===== src/logic/mis_defines.svh =====
// Offsets, field positions, reset values and timing counts of the MAC interrupt status block.
// Assumes the includer compiles with the package mis_pkg alongside.
`ifndef MIS_DEFINES_SVH
`define MIS_DEFINES_SVH

// ****************************************
// Register map (byte addresses)
// ****************************************
`define MIS_ADDR_ENABLE 32'hB000_30AC
`define MIS_ADDR_STATUS 32'hB000_30B0
`define MIS_ADDR_DEMAND 32'hB000_30B4
`define MIS_ADDR_CONTROL 32'hB000_30B8
`define MIS_RESET_VALUE 32'h0000_0000

// ****************************************
// Field positions
// ****************************************
`define MIS_RX_SUMMARY 0
`define MIS_TX_SUMMARY 16
`define MIS_BIT_UNDERRUN 17
`define MIS_BIT_DONE 18
`define MIS_BIT_DEFER 19
`define MIS_BIT_CARRIER 20
`define MIS_BIT_ABORT 21
`define MIS_BIT_LATE 22
`define MIS_BIT_NODESC 23
`define MIS_BIT_DMAFAULT 24
`define MIS_RX_EVENTS 32'h0000_4FFE
`define MIS_TX_EVENTS 32'h01FE_0000
`define MIS_ENABLE_BITS 32'h01FF_4FFF
`define MIS_CTRL_BITS 32'h0000_0007

// ****************************************
// Timing
// ****************************************
`define MIS_CLK_NS 25
`define MIS_DEFER_100_NS 327680
`define MIS_DEFER_10_NS 3276800
`define MIS_LATE_BYTES 64
`define MIS_ABORT_COLLISIONS 16

`endif


===== src/logic/mis_pkg.sv =====
// Types shared by the MAC interrupt status block, its line model and its bench.
// Assumes mis_defines.svh is compiled with it.
package mis_pkg;

    // Transmit engine event pulses, one cycle each
    typedef struct packed {
        logic transmit_dma_fault;
        logic transmit_descriptor_missing;
        logic transmit_done;
        logic transmit_fifo_underrun;
    } mis_tx_ev_t;

    // Transmit line activity from the MAC datapath
    typedef struct packed {
        logic frame_start;
        logic byte_sent;
        logic collision;
        logic deferring;
        logic transmitting;
    } mis_line_t;

    // Operating mode bits held in the control register
    typedef struct packed {
        logic no_defer_control;
        logic speed_100;
        logic half_duplex;
    } mis_mode_t;

endpackage


===== src/logic/mis_sticky.sv =====
// One write-one-to-clear status flag.
// Assumes set and clear arrive on the same clock as the flag.
`timescale 1ns/1ps
`default_nettype none

module mis_sticky (
    input wire logic pclk, // Bus clock
    input wire logic presetn, // Asynchronous reset, active low
    input wire logic set, // Event pulse
    input wire logic clr, // Clearing write of one
    output logic q // Latched flag
);

    // Set beats clear so an event in the clearing cycle is kept
    always_ff @(posedge pclk or negedge presetn)
    begin
        if (!presetn)
            q <= 1'b0;
        else if (set)
            q <= 1'b1;
        else if (clr)
            q <= 1'b0;
    end

endmodule

`default_nettype wire


===== src/logic/mis_top.sv =====
// MAC interrupt status and enable registers behind an APB slave.
// Assumes event inputs come from logic on pclk; only carrier sense is a pin.
`timescale 1ns/1ps
`default_nettype none
`include "mis_defines.svh"

module mis_top #(
    parameter int DEFER_100_CYC = (`MIS_DEFER_100_NS + `MIS_CLK_NS - 1) / `MIS_CLK_NS,
    parameter int DEFER_10_CYC = (`MIS_DEFER_10_NS + `MIS_CLK_NS - 1) / `MIS_CLK_NS
) (
    input wire logic pclk, // Bus clock, 40 MHz
    input wire logic presetn, // Asynchronous reset, active low
    input wire logic psel, // APB select
    input wire logic penable, // APB access phase
    input wire logic pwrite, // APB direction
    input wire logic [31:0] paddr, // APB byte address
    input wire logic [31:0] pwdata, // APB write data
    output logic [31:0] prdata, // APB read data
    output logic pready, // APB ready
    output logic pslverr, // APB error, unmapped address
    input wire mis_pkg::mis_tx_ev_t tx_ev, // Transmit event pulses
    input wire mis_pkg::mis_line_t line, // Transmit line activity
    input wire logic [14:1] rx_events, // Receive event pulses
    input wire logic carrier_sense, // Carrier sense pin, asynchronous
    output logic tx_irq, // Transmit interrupt request
    output logic rx_irq, // Receive interrupt request
    output logic tx_dma_halted, // Transmit DMA held in halt
    output logic tx_abort, // Abort current frame, pulse
    output logic tx_retransmit // Retransmit current frame, pulse
);

    // ****************************************
    // Bus decode
    // ****************************************
    logic [31:0] status;
    logic [31:0] enable;
    mis_pkg::mis_mode_t mode;
    logic [31:0] status_set;
    logic [31:0] status_view;
    logic tx_summary;
    logic rx_summary;
    logic setup;
    logic write_access;
    logic wr_status;
    logic wr_enable;
    logic wr_demand;
    logic wr_control;
    logic mapped;

    // Request is taken at the access edge; ready is high from the first edge after reset so one access phase
    assign setup = psel && !penable;
    assign write_access = psel && penable && pwrite && pready;
    assign wr_status = write_access && (paddr == `MIS_ADDR_STATUS);
    assign wr_enable = write_access && (paddr == `MIS_ADDR_ENABLE);
    assign wr_demand = write_access && (paddr == `MIS_ADDR_DEMAND);
    assign wr_control = write_access && (paddr == `MIS_ADDR_CONTROL);
    assign mapped = (paddr == `MIS_ADDR_STATUS) || (paddr == `MIS_ADDR_ENABLE)
        || (paddr == `MIS_ADDR_DEMAND) || (paddr == `MIS_ADDR_CONTROL);

    // Ready is a flop so that every output starts from a register
    always_ff @(posedge pclk or negedge presetn)
    begin
        if (!presetn)
            pready <= 1'b0;
        else
            pready <= 1'b1;
    end

    // Read data and error are captured in the setup cycle, valid through access
    always_ff @(posedge pclk or negedge presetn)
    begin
        if (!presetn)
        begin
            prdata <= `MIS_RESET_VALUE;
            pslverr <= 1'b0;
        end
        else if (setup)
        begin
            pslverr <= !mapped;
            if (pwrite || !mapped)
                prdata <= 32'h0000_0000;
            else if (paddr == `MIS_ADDR_STATUS)
                prdata <= status_view;
            else if (paddr == `MIS_ADDR_ENABLE)
                prdata <= enable;
            else if (paddr == `MIS_ADDR_CONTROL)
                prdata <= {29'h0000_0000, mode};
            else
                prdata <= {31'h0000_0000, tx_dma_halted};
        end
    end

    // ****************************************
    // Enable and control registers
    // ****************************************

    // Enable register; reserved bits stay zero
    always_ff @(posedge pclk or negedge presetn)
    begin
        if (!presetn)
            enable <= `MIS_RESET_VALUE;
        else if (wr_enable)
            enable <= pwdata & `MIS_ENABLE_BITS;
    end

    // Duplex, speed and no-defer mode
    always_ff @(posedge pclk or negedge presetn)
    begin
        if (!presetn)
            mode <= '0;
        else if (wr_control)
            mode <= pwdata[2:0];
    end

    // ****************************************
    // Carrier sense synchroniser
    // ****************************************
    logic crs_meta;
    logic crs_sync;

    // Pin is asynchronous; only crs_sync is looked at
    always_ff @(posedge pclk or negedge presetn)
    begin
        if (!presetn)
        begin
            crs_meta <= 1'b0;
            crs_sync <= 1'b0;
        end
        else
        begin
            crs_meta <= carrier_sense;
            crs_sync <= crs_meta;
        end
    end

    // ****************************************
    // Transmit line checks
    // ****************************************
    logic [6:0] bytes_sent;
    logic [4:0] collisions;
    logic [17:0] defer_count;
    logic [17:0] defer_limit;
    logic late_event;
    logic abort_event;
    logic carrier_event;
    logic defer_event;

    // Byte count saturates once the collision window has passed
    always_ff @(posedge pclk or negedge presetn)
    begin
        if (!presetn)
            bytes_sent <= 7'h00;
        else if (line.frame_start)
            bytes_sent <= 7'h00;
        else if (line.byte_sent && bytes_sent < 7'(`MIS_LATE_BYTES))
            bytes_sent <= bytes_sent + 7'h01;
    end

    // Consecutive collisions on one frame; restart with each frame
    always_ff @(posedge pclk or negedge presetn)
    begin
        if (!presetn)
            collisions <= 5'h00;
        else if (line.frame_start || abort_event)
            collisions <= 5'h00;
        else if (line.collision && mode.half_duplex)
            collisions <= collisions + 5'h01;
    end

    assign late_event = mode.half_duplex && line.collision
        && bytes_sent >= 7'(`MIS_LATE_BYTES);
    assign abort_event = mode.half_duplex && line.collision
        && collisions == 5'(`MIS_ABORT_COLLISIONS - 1);
    assign carrier_event = mode.half_duplex && line.transmitting && !crs_sync;

    // Deferral timer; a long limit is a parameter so a bench can shorten it
    assign defer_limit = mode.speed_100 ? 18'(DEFER_100_CYC) : 18'(DEFER_10_CYC);

    always_ff @(posedge pclk or negedge presetn)
    begin
        if (!presetn)
            defer_count <= 18'h0_0000;
        else if (!line.deferring)
            defer_count <= 18'h0_0000;
        else if (defer_count < defer_limit)
            defer_count <= defer_count + 18'h0_0001;
    end

    // Fires once, on the cycle the count stands one below the limit
    assign defer_event = mode.half_duplex && !mode.no_defer_control && line.deferring
        && defer_count == defer_limit - 18'h0_0001;

    // Abort and retransmit commands to the transmit engine
    always_ff @(posedge pclk or negedge presetn)
    begin
        if (!presetn)
        begin
            tx_abort <= 1'b0;
            tx_retransmit <= 1'b0;
        end
        else
        begin
            tx_abort <= abort_event;
            tx_retransmit <= tx_ev.transmit_fifo_underrun;
        end
    end

    // DMA stays halted until software demands a restart; new loss wins
    always_ff @(posedge pclk or negedge presetn)
    begin
        if (!presetn)
            tx_dma_halted <= 1'b0;
        else if (tx_ev.transmit_descriptor_missing)
            tx_dma_halted <= 1'b1;
        else if (wr_demand)
            tx_dma_halted <= 1'b0;
    end

    // ****************************************
    // Status flags
    // ****************************************

    // Event pulses mapped onto status positions
    always_comb
    begin
        status_set = 32'h0000_0000;
        status_set[14:1] = rx_events;
        status_set[`MIS_BIT_DMAFAULT] = tx_ev.transmit_dma_fault;
        status_set[`MIS_BIT_NODESC] = tx_ev.transmit_descriptor_missing;
        status_set[`MIS_BIT_LATE] = late_event;
        status_set[`MIS_BIT_ABORT] = abort_event;
        status_set[`MIS_BIT_CARRIER] = carrier_event;
        status_set[`MIS_BIT_DEFER] = defer_event;
        status_set[`MIS_BIT_DONE] = tx_ev.transmit_done;
        status_set[`MIS_BIT_UNDERRUN] = tx_ev.transmit_fifo_underrun;
    end

    // One sticky cell per implemented event bit; others are tied to zero
    localparam logic [31:0] EVENT_BITS = `MIS_RX_EVENTS | `MIS_TX_EVENTS;

    generate
        for (genvar i = 0; i < 32; i++)
        begin : g_flag
            if (EVENT_BITS[i])
            begin : g_cell
                mis_sticky u_flag (
                    .pclk(pclk),
                    .presetn(presetn),
                    .set(status_set[i]),
                    .clr(wr_status && pwdata[i]),
                    .q(status[i])
                );
            end
            else
            begin : g_zero
                assign status[i] = 1'b0;
            end
        end
    endgenerate

    // Summaries are live ORs, so clearing sources clears them too
    assign tx_summary = |(status & enable & `MIS_TX_EVENTS);
    assign rx_summary = |(status & enable & `MIS_RX_EVENTS);

    // Read view with summaries placed; writes to them have no effect
    always_comb
    begin
        status_view = status;
        status_view[`MIS_TX_SUMMARY] = tx_summary;
        status_view[`MIS_RX_SUMMARY] = rx_summary;
    end

    // ****************************************
    // Interrupt requests
    // ****************************************

    // Registered so the requests are glitch free toward the CPU controller
    always_ff @(posedge pclk or negedge presetn)
    begin
        if (!presetn)
        begin
            tx_irq <= 1'b0;
            rx_irq <= 1'b0;
        end
        else
        begin
            tx_irq <= enable[`MIS_TX_SUMMARY] && tx_summary;
            rx_irq <= enable[`MIS_RX_SUMMARY] && rx_summary;
        end
    end

    // ****************************************
    // Checks
    // ****************************************
    chk_tx_irq_gate: assert property (@(posedge pclk) disable iff (!presetn)
        tx_irq == $past(enable[16] && tx_summary))
    else $error("transmit request does not follow enable and summary");

    chk_rx_irq_gate: assert property (@(posedge pclk) disable iff (!presetn)
        (enable[0] && rx_summary) |=> rx_irq)
    else $error("receive request missing");

    chk_rx_master_off: assert property (@(posedge pclk) disable iff (!presetn)
        !enable[0] |=> !rx_irq)
    else $error("receive request while master enable clear");

    chk_tx_summary_or: assert property (@(posedge pclk) disable iff (!presetn)
        tx_summary == (|(status[24:17] & enable[24:17])))
    else $error("transmit summary mismatch");

    chk_rx_summary_or: assert property (@(posedge pclk) disable iff (!presetn)
        rx_summary == (|(status[14:1] & enable[14:1])))
    else $error("receive summary mismatch");

    chk_w1c_clears: assert property (@(posedge pclk) disable iff (!presetn)
        (wr_status && pwdata[18] && !tx_ev.transmit_done) |=> !status[18])
    else $error("write of one did not clear completion flag");

    chk_set_wins: assert property (@(posedge pclk) disable iff (!presetn)
        (status[18] && !(wr_status && pwdata[18])) or tx_ev.transmit_done |=> status[18])
    else $error("completion flag lost");

    chk_abort_sixteen: assert property (@(posedge pclk) disable iff (!presetn)
        abort_event |=> (tx_abort && status[21]) ##1 !tx_abort)
    else $error("abort not reported after sixteen collisions");

    chk_late_window: assert property (@(posedge pclk) disable iff (!presetn)
        (mode.half_duplex && line.collision && bytes_sent == 7'h40) |=> status[22])
    else $error("late collision not latched");

    chk_halt_release: assert property (@(posedge pclk) disable iff (!presetn)
        (wr_demand && !tx_ev.transmit_descriptor_missing) |=> !tx_dma_halted)
    else $error("DMA halt not released by start demand");

    chk_underrun_retx: assert property (@(posedge pclk) disable iff (!presetn)
        tx_ev.transmit_fifo_underrun |=> (tx_retransmit && status[17]))
    else $error("underrun did not request retransmission");

endmodule

`default_nettype wire

===== config.mk =====
export PLATFORM = sky130hd
export DESIGN_NAME = mis_top
export DESIGN_NICKNAME = d
export VERILOG_FILES = /design/src/logic/mis_pkg.sv /design/src/logic/mis_sticky.sv /design/src/logic/mis_top.sv
export VERILOG_INCLUDE_DIRS = /design/src /design/src/logic
export SDC_FILE = /design/constraint.sdc
export NUM_CORES = 1
export LEC_CHECK = 0
export BUFFER_PORTS_ARGS = -buffer_cell sky130_fd_sc_hd__buf_2
export CELL_PAD_IN_SITES_DETAIL_PLACEMENT = 0
export CELL_PAD_IN_SITES_GLOBAL_PLACEMENT = 1
export CORE_MARGIN = 2
export CORE_UTILIZATION = 25
export DETAILED_ROUTE_END_ITERATION = 7
export PLACE_DENSITY_LB_ADDON = 0.1
export SLEW_MARGIN = 20
export SYNTH_ARGS = -nofsm -noshare
export SYNTH_HDL_FRONTEND = slang
export SYNTH_HIERARCHICAL = 1
export SYNTH_SLANG_ARGS = --single-unit

===== constraint.sdc =====
create_clock -name pclk -period 3 [get_ports pclk]
set_input_delay 0.6 -clock pclk [delete_from_list [all_inputs] [get_ports pclk]]
set_output_delay 0.6 -clock pclk [all_outputs]
set_load 0.03 [all_outputs]

==> results of run 1 <==
metrics by stage:
step           power, mW  worst slack [ns]  std cells  instance area [sq um]
2_1_floorplan       1.55             0.791        501                   5370
3_3_place_gp        1.65             0.501        867                   6180
3_5_place_dp        1.65             0.447        867                   6180
4_1_cts             2.86             0.426        882                   6470
5_1_grt             2.94             0.292        882                   6470
6_report            2.79             0.456        882                   6470
routing by layer:
metal	up-vias	track usage (%)	share of wire (%)	routed length, microns
li1	2003	-	-	-
met2	73	23.3	49	7270
met5	-	0	0	0
met1	2060	17.1	46	6710
met4	0	5.14	2.1	311
met3	21	2.07	3.0	445
critical path, stage by stage, from the launching register on:
cell      delay [ns]
dfrtp_1         0.46
inv_1           0.23
ha_1            0.29
a22oi_1         0.18
o211ai_1        0.14
a31o_2          0.42
nor4_1          0.52
mux2i_1         0.23
final cells by class:
| type | count | area (sq um) | share of cell area, % |
|---|---|---|---|
| Multi-Input combinational cell | 336 | 2410 | 37.2 |
| Sequential cell | 106 | 2650 | 41.0 |
| Timing Repair Buffer | 122 | 671 | 10.4 |
| Inverter | 28 | 105 | 1.63 |
| Clock inverter | 4 | 35.0 | 0.542 |
| Clock buffer | 11 | 253 | 3.91 |
| Tap cell | 275 | 344 | 5.32 |
registers in the layout, indices dropped and copies added (netlist names), 3 cells and up:
signal and count:
enable 22, bytes_sent 7, mode 3, collisions 5, defer_count 18, prdata 22
g_flag.g_cell.u_flag/q 20
power by group through the flow:
| stage | Combinational [mW] | Sequential [mW] | Clock [mW] |
|---|---|---|---|
| 4_1_cts | 0.178 | 1.45 | 1.23 |
| 6_report | 0.173 | 1.45 | 1.18 |
| 2_1_floorplan | 0.0707 | 1.48 | 0 |
| 5_1_grt | 0.194 | 1.45 | 1.30 |
| 3_3_place_gp | 0.177 | 1.47 | 0 |
| 3_5_place_dp | 0.177 | 1.47 | 0 |
synthesized netlist by cell type, types with 4 or more instances:
master,count
dfrtp_1,106
inv_1,28
nand2_1,27
and3_1,25
mux2_2,24
nor2_1,23
a21o_1,22
and2_1,21
a21oi_1,19
a221o_1,19
buf_4,12
clkbuf_1,12
ha_1,12
nand3_1,11
a22o_1,9
nand4_1,9
o21ai_0,9
nor3_1,8
or3_1,7
a22oi_1,6
nand2b_1,6
nor2b_1,6
mux2i_1,5
nor4_1,5
or4_1,5
o31ai_1,4
how the worst min path moves through the flow:
stage                                                        end  slack [ns]          startpoint
after floorplan                        bytes_sent[0]$_DFFE_PN0P_        0.30             presetn
after global routing                      enable[10]$_DFFE_PN0P_        0.21             presetn
after global placement                        crs_sync$_DFF_PN0_        0.33  crs_meta$_DFF_PN0_
after CTS                 g_flag[10].g_cell.u_flag/q$_DFFE_PN0P_        0.20             presetn
final                     g_flag[10].g_cell.u_flag/q$_DFFE_PN0P_        0.19             presetn
after detailed placement                      crs_sync$_DFF_PN0_        0.35  crs_meta$_DFF_PN0_
kinds of logic (layout without fill, tap and decap cells):
| family | after synthesis | after routing | synth area share [%] |
|---|---|---|---|
| and+or+nand+nor | 172 | 172 | 19.4 |
| buffers and inverters | 59 | 165 | 5.87 |
| DFF | 106 | 106 | 49.7 |
| adders and majority gates | 12 | 12 | 2.82 |
| other | 2 | 11 | 0.141 |
| AOI/OAI and AO/OA | 106 | 106 | 15.0 |
| xor gates and xnor gates | 5 | 5 | 0.821 |
| muxes | 30 | 30 | 6.22 |
==> out/summary.txt, run 1 <==
Outcome: finished, final reports clean
Sink Count: 106
Hold WS: 0.191 ns
Seq/Total Area, Yosys: 49.7%
R2R depth: 7
Async set or reset register ratio after synthesis: 100%
Layout cells sized above 1: 28.8%
Switching share of power: 24.3%
Tcrit/Tclk final: 84.8%
Worst-case clock buffer depth: 2
Total GRT Usage: 13.6%
Latest clock arrival within the worst-skew pair: 0.36 ns
Fmax: 393 MHz
Yosys reg bits: 106
Synth area leader: dfrtp_1
Clk slew on worst S/H paths: 0.07 ns
CP max FO: 25
Worst reg2reg setup slack: 0.46 ns
Final setup fails: 0
Initial antenna violation count: 0
Die Y: 150 microns
H-tree depth: 3
Most common cell after layout, fill and taps aside: buf_2
Nets: 708
Worst endpoint required time: 3.27 ns
Inserted Diodes: 0
Internal: 2.11 mW
Area share of the largest cell type after synthesis: 49.7%
CTS Hold Bufs: 0
Primary FF master, synth: dfrtp_1
Via count: 4157
Fin crit period: 2.54 ns
Synth Instances: 492
Pwr dens: 432 nW/um^2
WL/cell: 16.7 microns
TritonCTS clock tree: built
LEAKAGE: 3.06 nW
Grt ovf: 0
Sequential power share: 51.7%
DRT iter0 DRCs: 159
Worst setup EP type: flip-flop
Slew headroom: 65.6%
Nature of the critical path startpoint: flip-flop
Least-Margin Pin Slew: 0.514 ns
Core Box Area: 21000 sq um
CP Capture Point: defer_count[17]$_DFFE_PN0P_
Top post-synthesis cells by area: dfrtp_1, mux2_2, a221o_1
Row Count: 53
HP Class: in2async
CTS resizes: 0
CP Launch Point: mode[1]$_DFFE_PN0P_
Final Skew: 0.00945 ns
First-pass iteration count of the detailed router: 4
Routed vias/inst: 4.71
Syn-to-layout area delta: 21.3%
Die width: 150 microns
Routed WL: 14.7 mm
Netlist cell types: 60
DRC viols: 0
Max_cap viols: 0
Initial Utilization: 25.4%
Post-detail-place hpwl: 10.5 mm
First-pass GRT wire length: 23.4 mm
Logic pwr share: 6.2%
R2R Path End: defer_count[17]$_DFFE_PN0P_
Final GP Congestion: 0.707
Largest net degree at the start of global routing: 53
Worst R2R Start: mode[1]$_DFFE_PN0P_
Clk Tree Root Cell: clkbuf_16
I/O Pins: 132
Maximum VDD drop: 0.000175 V
# fillers: 2226
Routed Antenna Nets: 0
Clock share of power: 42.1%
Mean Syn Cell Area: 10.8 sq um
Net Switching: 0.680 mW
Total CTS buffers: 9
WP data arrival: 2.82 ns
Sum of negative setup slack: 0 ns
Total die area: 22500 sq um
Ys Warns: 6
Fin. max-slew vios: 0
Final Hold Viols: 0
Post-synth EDFFs: 0
Vias in the first global route: 4267
Commonest cells after routing, fill and taps aside: buf_2, dfrtp_1, inv_1
RSZ-0062 raised after global routing: no
Setup bufs post-CTS: 0
Crit path kind: reg2reg
Final Util: 30.9%
Buffers on Ports: 109
Mapped cell area: 5330 sq um
Power figures use the tool's default switching activity.
==> run 2: changes to the inputs <==
==> constraint.sdc (replaced) <==
create_clock -name pclk -period 2.7 [get_ports pclk]
set_input_delay 0.54 -clock pclk [delete_from_list [all_inputs] [get_ports pclk]]
set_output_delay 0.54 -clock pclk [all_outputs]
set_load 0.03 [all_outputs]
==> run 2 against run 1 <==
Register-to-register slack worse by 0.20 ns; clock skew up 0.00079 ns; worst hold slack got worse by 0.0027 ns; flip-flop and latch count is the same; setup slack lost 0.20 ns; first-iteration DRC count rose by 14%; sequential share of layout area shrank 0.26 points; non-clock buffer count grew 3; core utilization is 0.20 points higher; final cell count up 0.57%; clock power is 12% higher; global-route usage grew 0.20 points; highest routed layer unchanged.
==> out/summary.txt, run 2 (synthesis results as in run 1) <==
Routed Antenna Nets: 0
Final Hold Viols: 0
Net Switching: 0.767 mW
Initial antenna violation count: 1
Largest regs: enable: 22 flops, prdata: 22 flops, g_flag.g_cell.u_flag/q: 20 flops
Logic pwr share: 6.3%
Slowest Stage Delay on Critical Path: 0.48 ns
Grt ovf: 0
Post-route setup slack: 0.259 ns
Overall power: 3.12 mW
Crit-path cells: inv_1 > ha_1 > a22oi_1 > o211ai_1 > a31o_2 > nor4_1 > mux2i_1
Fin. max-slew vios: 0
Clk slew on worst S/H paths: 0.08 ns
Worst path slowest cell: nor4_1
First-pass iteration count of the detailed router: 4
Worst setup EP type: flip-flop
Core Box Area: 21000 sq um
Sum of negative setup slack: 0 ns
WL/cell: 16.7 microns
Routed vias/inst: 4.73
Sink Count: 106
DRT iter0 DRCs: 182
Commonest cells after routing, fill and taps aside: buf_2, dfrtp_1, inv_1
Outcome: finished, final reports clean
WP data arrival: 2.71 ns
DRC viols: 0
Max_cap viols: 0
H-tree depth: 3
Die width: 150 microns
Dpl cell area: 6210 sq um
Layout cells sized above 1: 29.1%
First-pass GRT wire length: 23.8 mm
Total GRT Usage: 13.8%
CP max FO: 25
Row Count: 53
Design area: 6510 sq um
Post-detail-place hpwl: 10.5 mm
Tcrit/Tclk final: 90.4%
Latest clock arrival within the worst-skew pair: 0.35 ns
Slew headroom: 61.9%
Switching share of power: 24.6%
Sequential power share: 51.4%
Internal: 2.36 mW
Pwr dens: 480 nW/um^2
Largest net degree at the start of global routing: 42
CTS resizes: 0
Setup bufs post-CTS: 0
CP Launch Point: mode[1]$_DFFE_PN0P_
Maximum VDD drop: 0.000195 V
CTS Hold Bufs: 0
RSZ-0062 raised after global routing: no
Setup Slack @ Placement: 0.273 ns
Die Y: 150 microns
Clock share of power: 42.3%
Buffers on Ports: 109
Worst R2R Start: mode[1]$_DFFE_PN0P_
Worst-case clock buffer depth: 2
Fmax: 410 MHz
Initial Utilization: 25.4%
TritonCTS clock tree: built
Fin crit period: 2.44 ns
Via count: 4192
Syn-to-layout area delta: 22.0%
Nets: 711
Total die area: 22500 sq um
Vias in the first global route: 4362
# fillers: 2203
Nature of the critical path startpoint: flip-flop
Most common cell after layout, fill and taps aside: buf_2
Final Skew: 0.0102 ns
Worst endpoint required time: 2.97 ns
I/O Pins: 132
Routed WL: 14.9 mm
Final setup fails: 0
Least-Margin Pin Slew: 0.571 ns
Total CTS buffers: 9
Crit path kind: reg2reg
HP Class: in2async
Clk Tree Root Cell: clkbuf_16
Hold WS: 0.189 ns
Final GP Congestion: 0.735
LEAKAGE: 3.08 nW
[run 2: critical path, delay by kind of cell (launching register included)]
kind / cells / cell delay [ns]
compound gates: 3 / 0.74
simple gates: 1 / 0.48
flops: 1 / 0.38
fa+ha+maj: 1 / 0.30
mux: 1 / 0.25
buf+inv: 1 / 0.21
[run 2: power groups by stage]
stage / sequential (mW) / clock (mW) / combinational (mW)
3_5_place_dp: 1.64 / 0 / 0.203
2_1_floorplan: 1.64 / 0 / 0.0786
3_3_place_gp: 1.64 / 0 / 0.199
5_1_grt: 1.61 / 1.44 / 0.221
4_1_cts: 1.61 / 1.39 / 0.204
6_report: 1.61 / 1.32 / 0.196
[run 2: path summary, 6_finish.rpt]
check / endpoint / slack, ns / depth (start not counted)
setup reg to reg: defer_count[17]$_DFFE_PN0P_ / 0.26 / 7
min in group pclk: crs_meta$_DFF_PN0_ / 0.29 / 1
hold / removal: g_flag[10].g_cell.u_flag/q$_DFFE_PN0P_ / 0.19 / 1
setup / recovery: defer_count[17]$_DFFE_PN0P_ / 0.26 / 7
max in group asynchronous: prdata[24]$_DFFE_PN0P_ / 1.71 / 2
hold reg to reg: crs_sync$_DFF_PN0_ / 0.35 / 0
[run 2: stage by stage]
stage	instances	util (%)
2_1_floorplan	501	-
3_3_place_gp	870	29.7
6_report	887	31.1
3_5_place_dp	870	29.7
4_1_cts	886	31.0
5_1_grt	887	31.1
[run 2: final cells by class]
type | count | area, sq um | share of cell area (%)
clock inverter | 4 | 35.0 | 0.538
tap | 275 | 344 | 5.29
multi-input combinational | 336 | 2410 | 37.0
inverter | 28 | 105 | 1.62
timing repair buffer | 125 | 706 | 10.8
sequential | 106 | 2650 | 40.8
antenna | 1 | 2.50 | 0.0385
clock buffer | 12 | 256 | 3.94
[run 2: per-layer routing]
layer | part of all wire, % | vias to the layer above | track usage [%]
li1 | - | 2012 | -
met1 | 46 | 2087 | 17.3
met2 | 49 | 74 | 23.7
met3 | 3.1 | 19 | 2.07
met4 | 2.2 | 0 | 5.47
met5 | 0 | - | 0
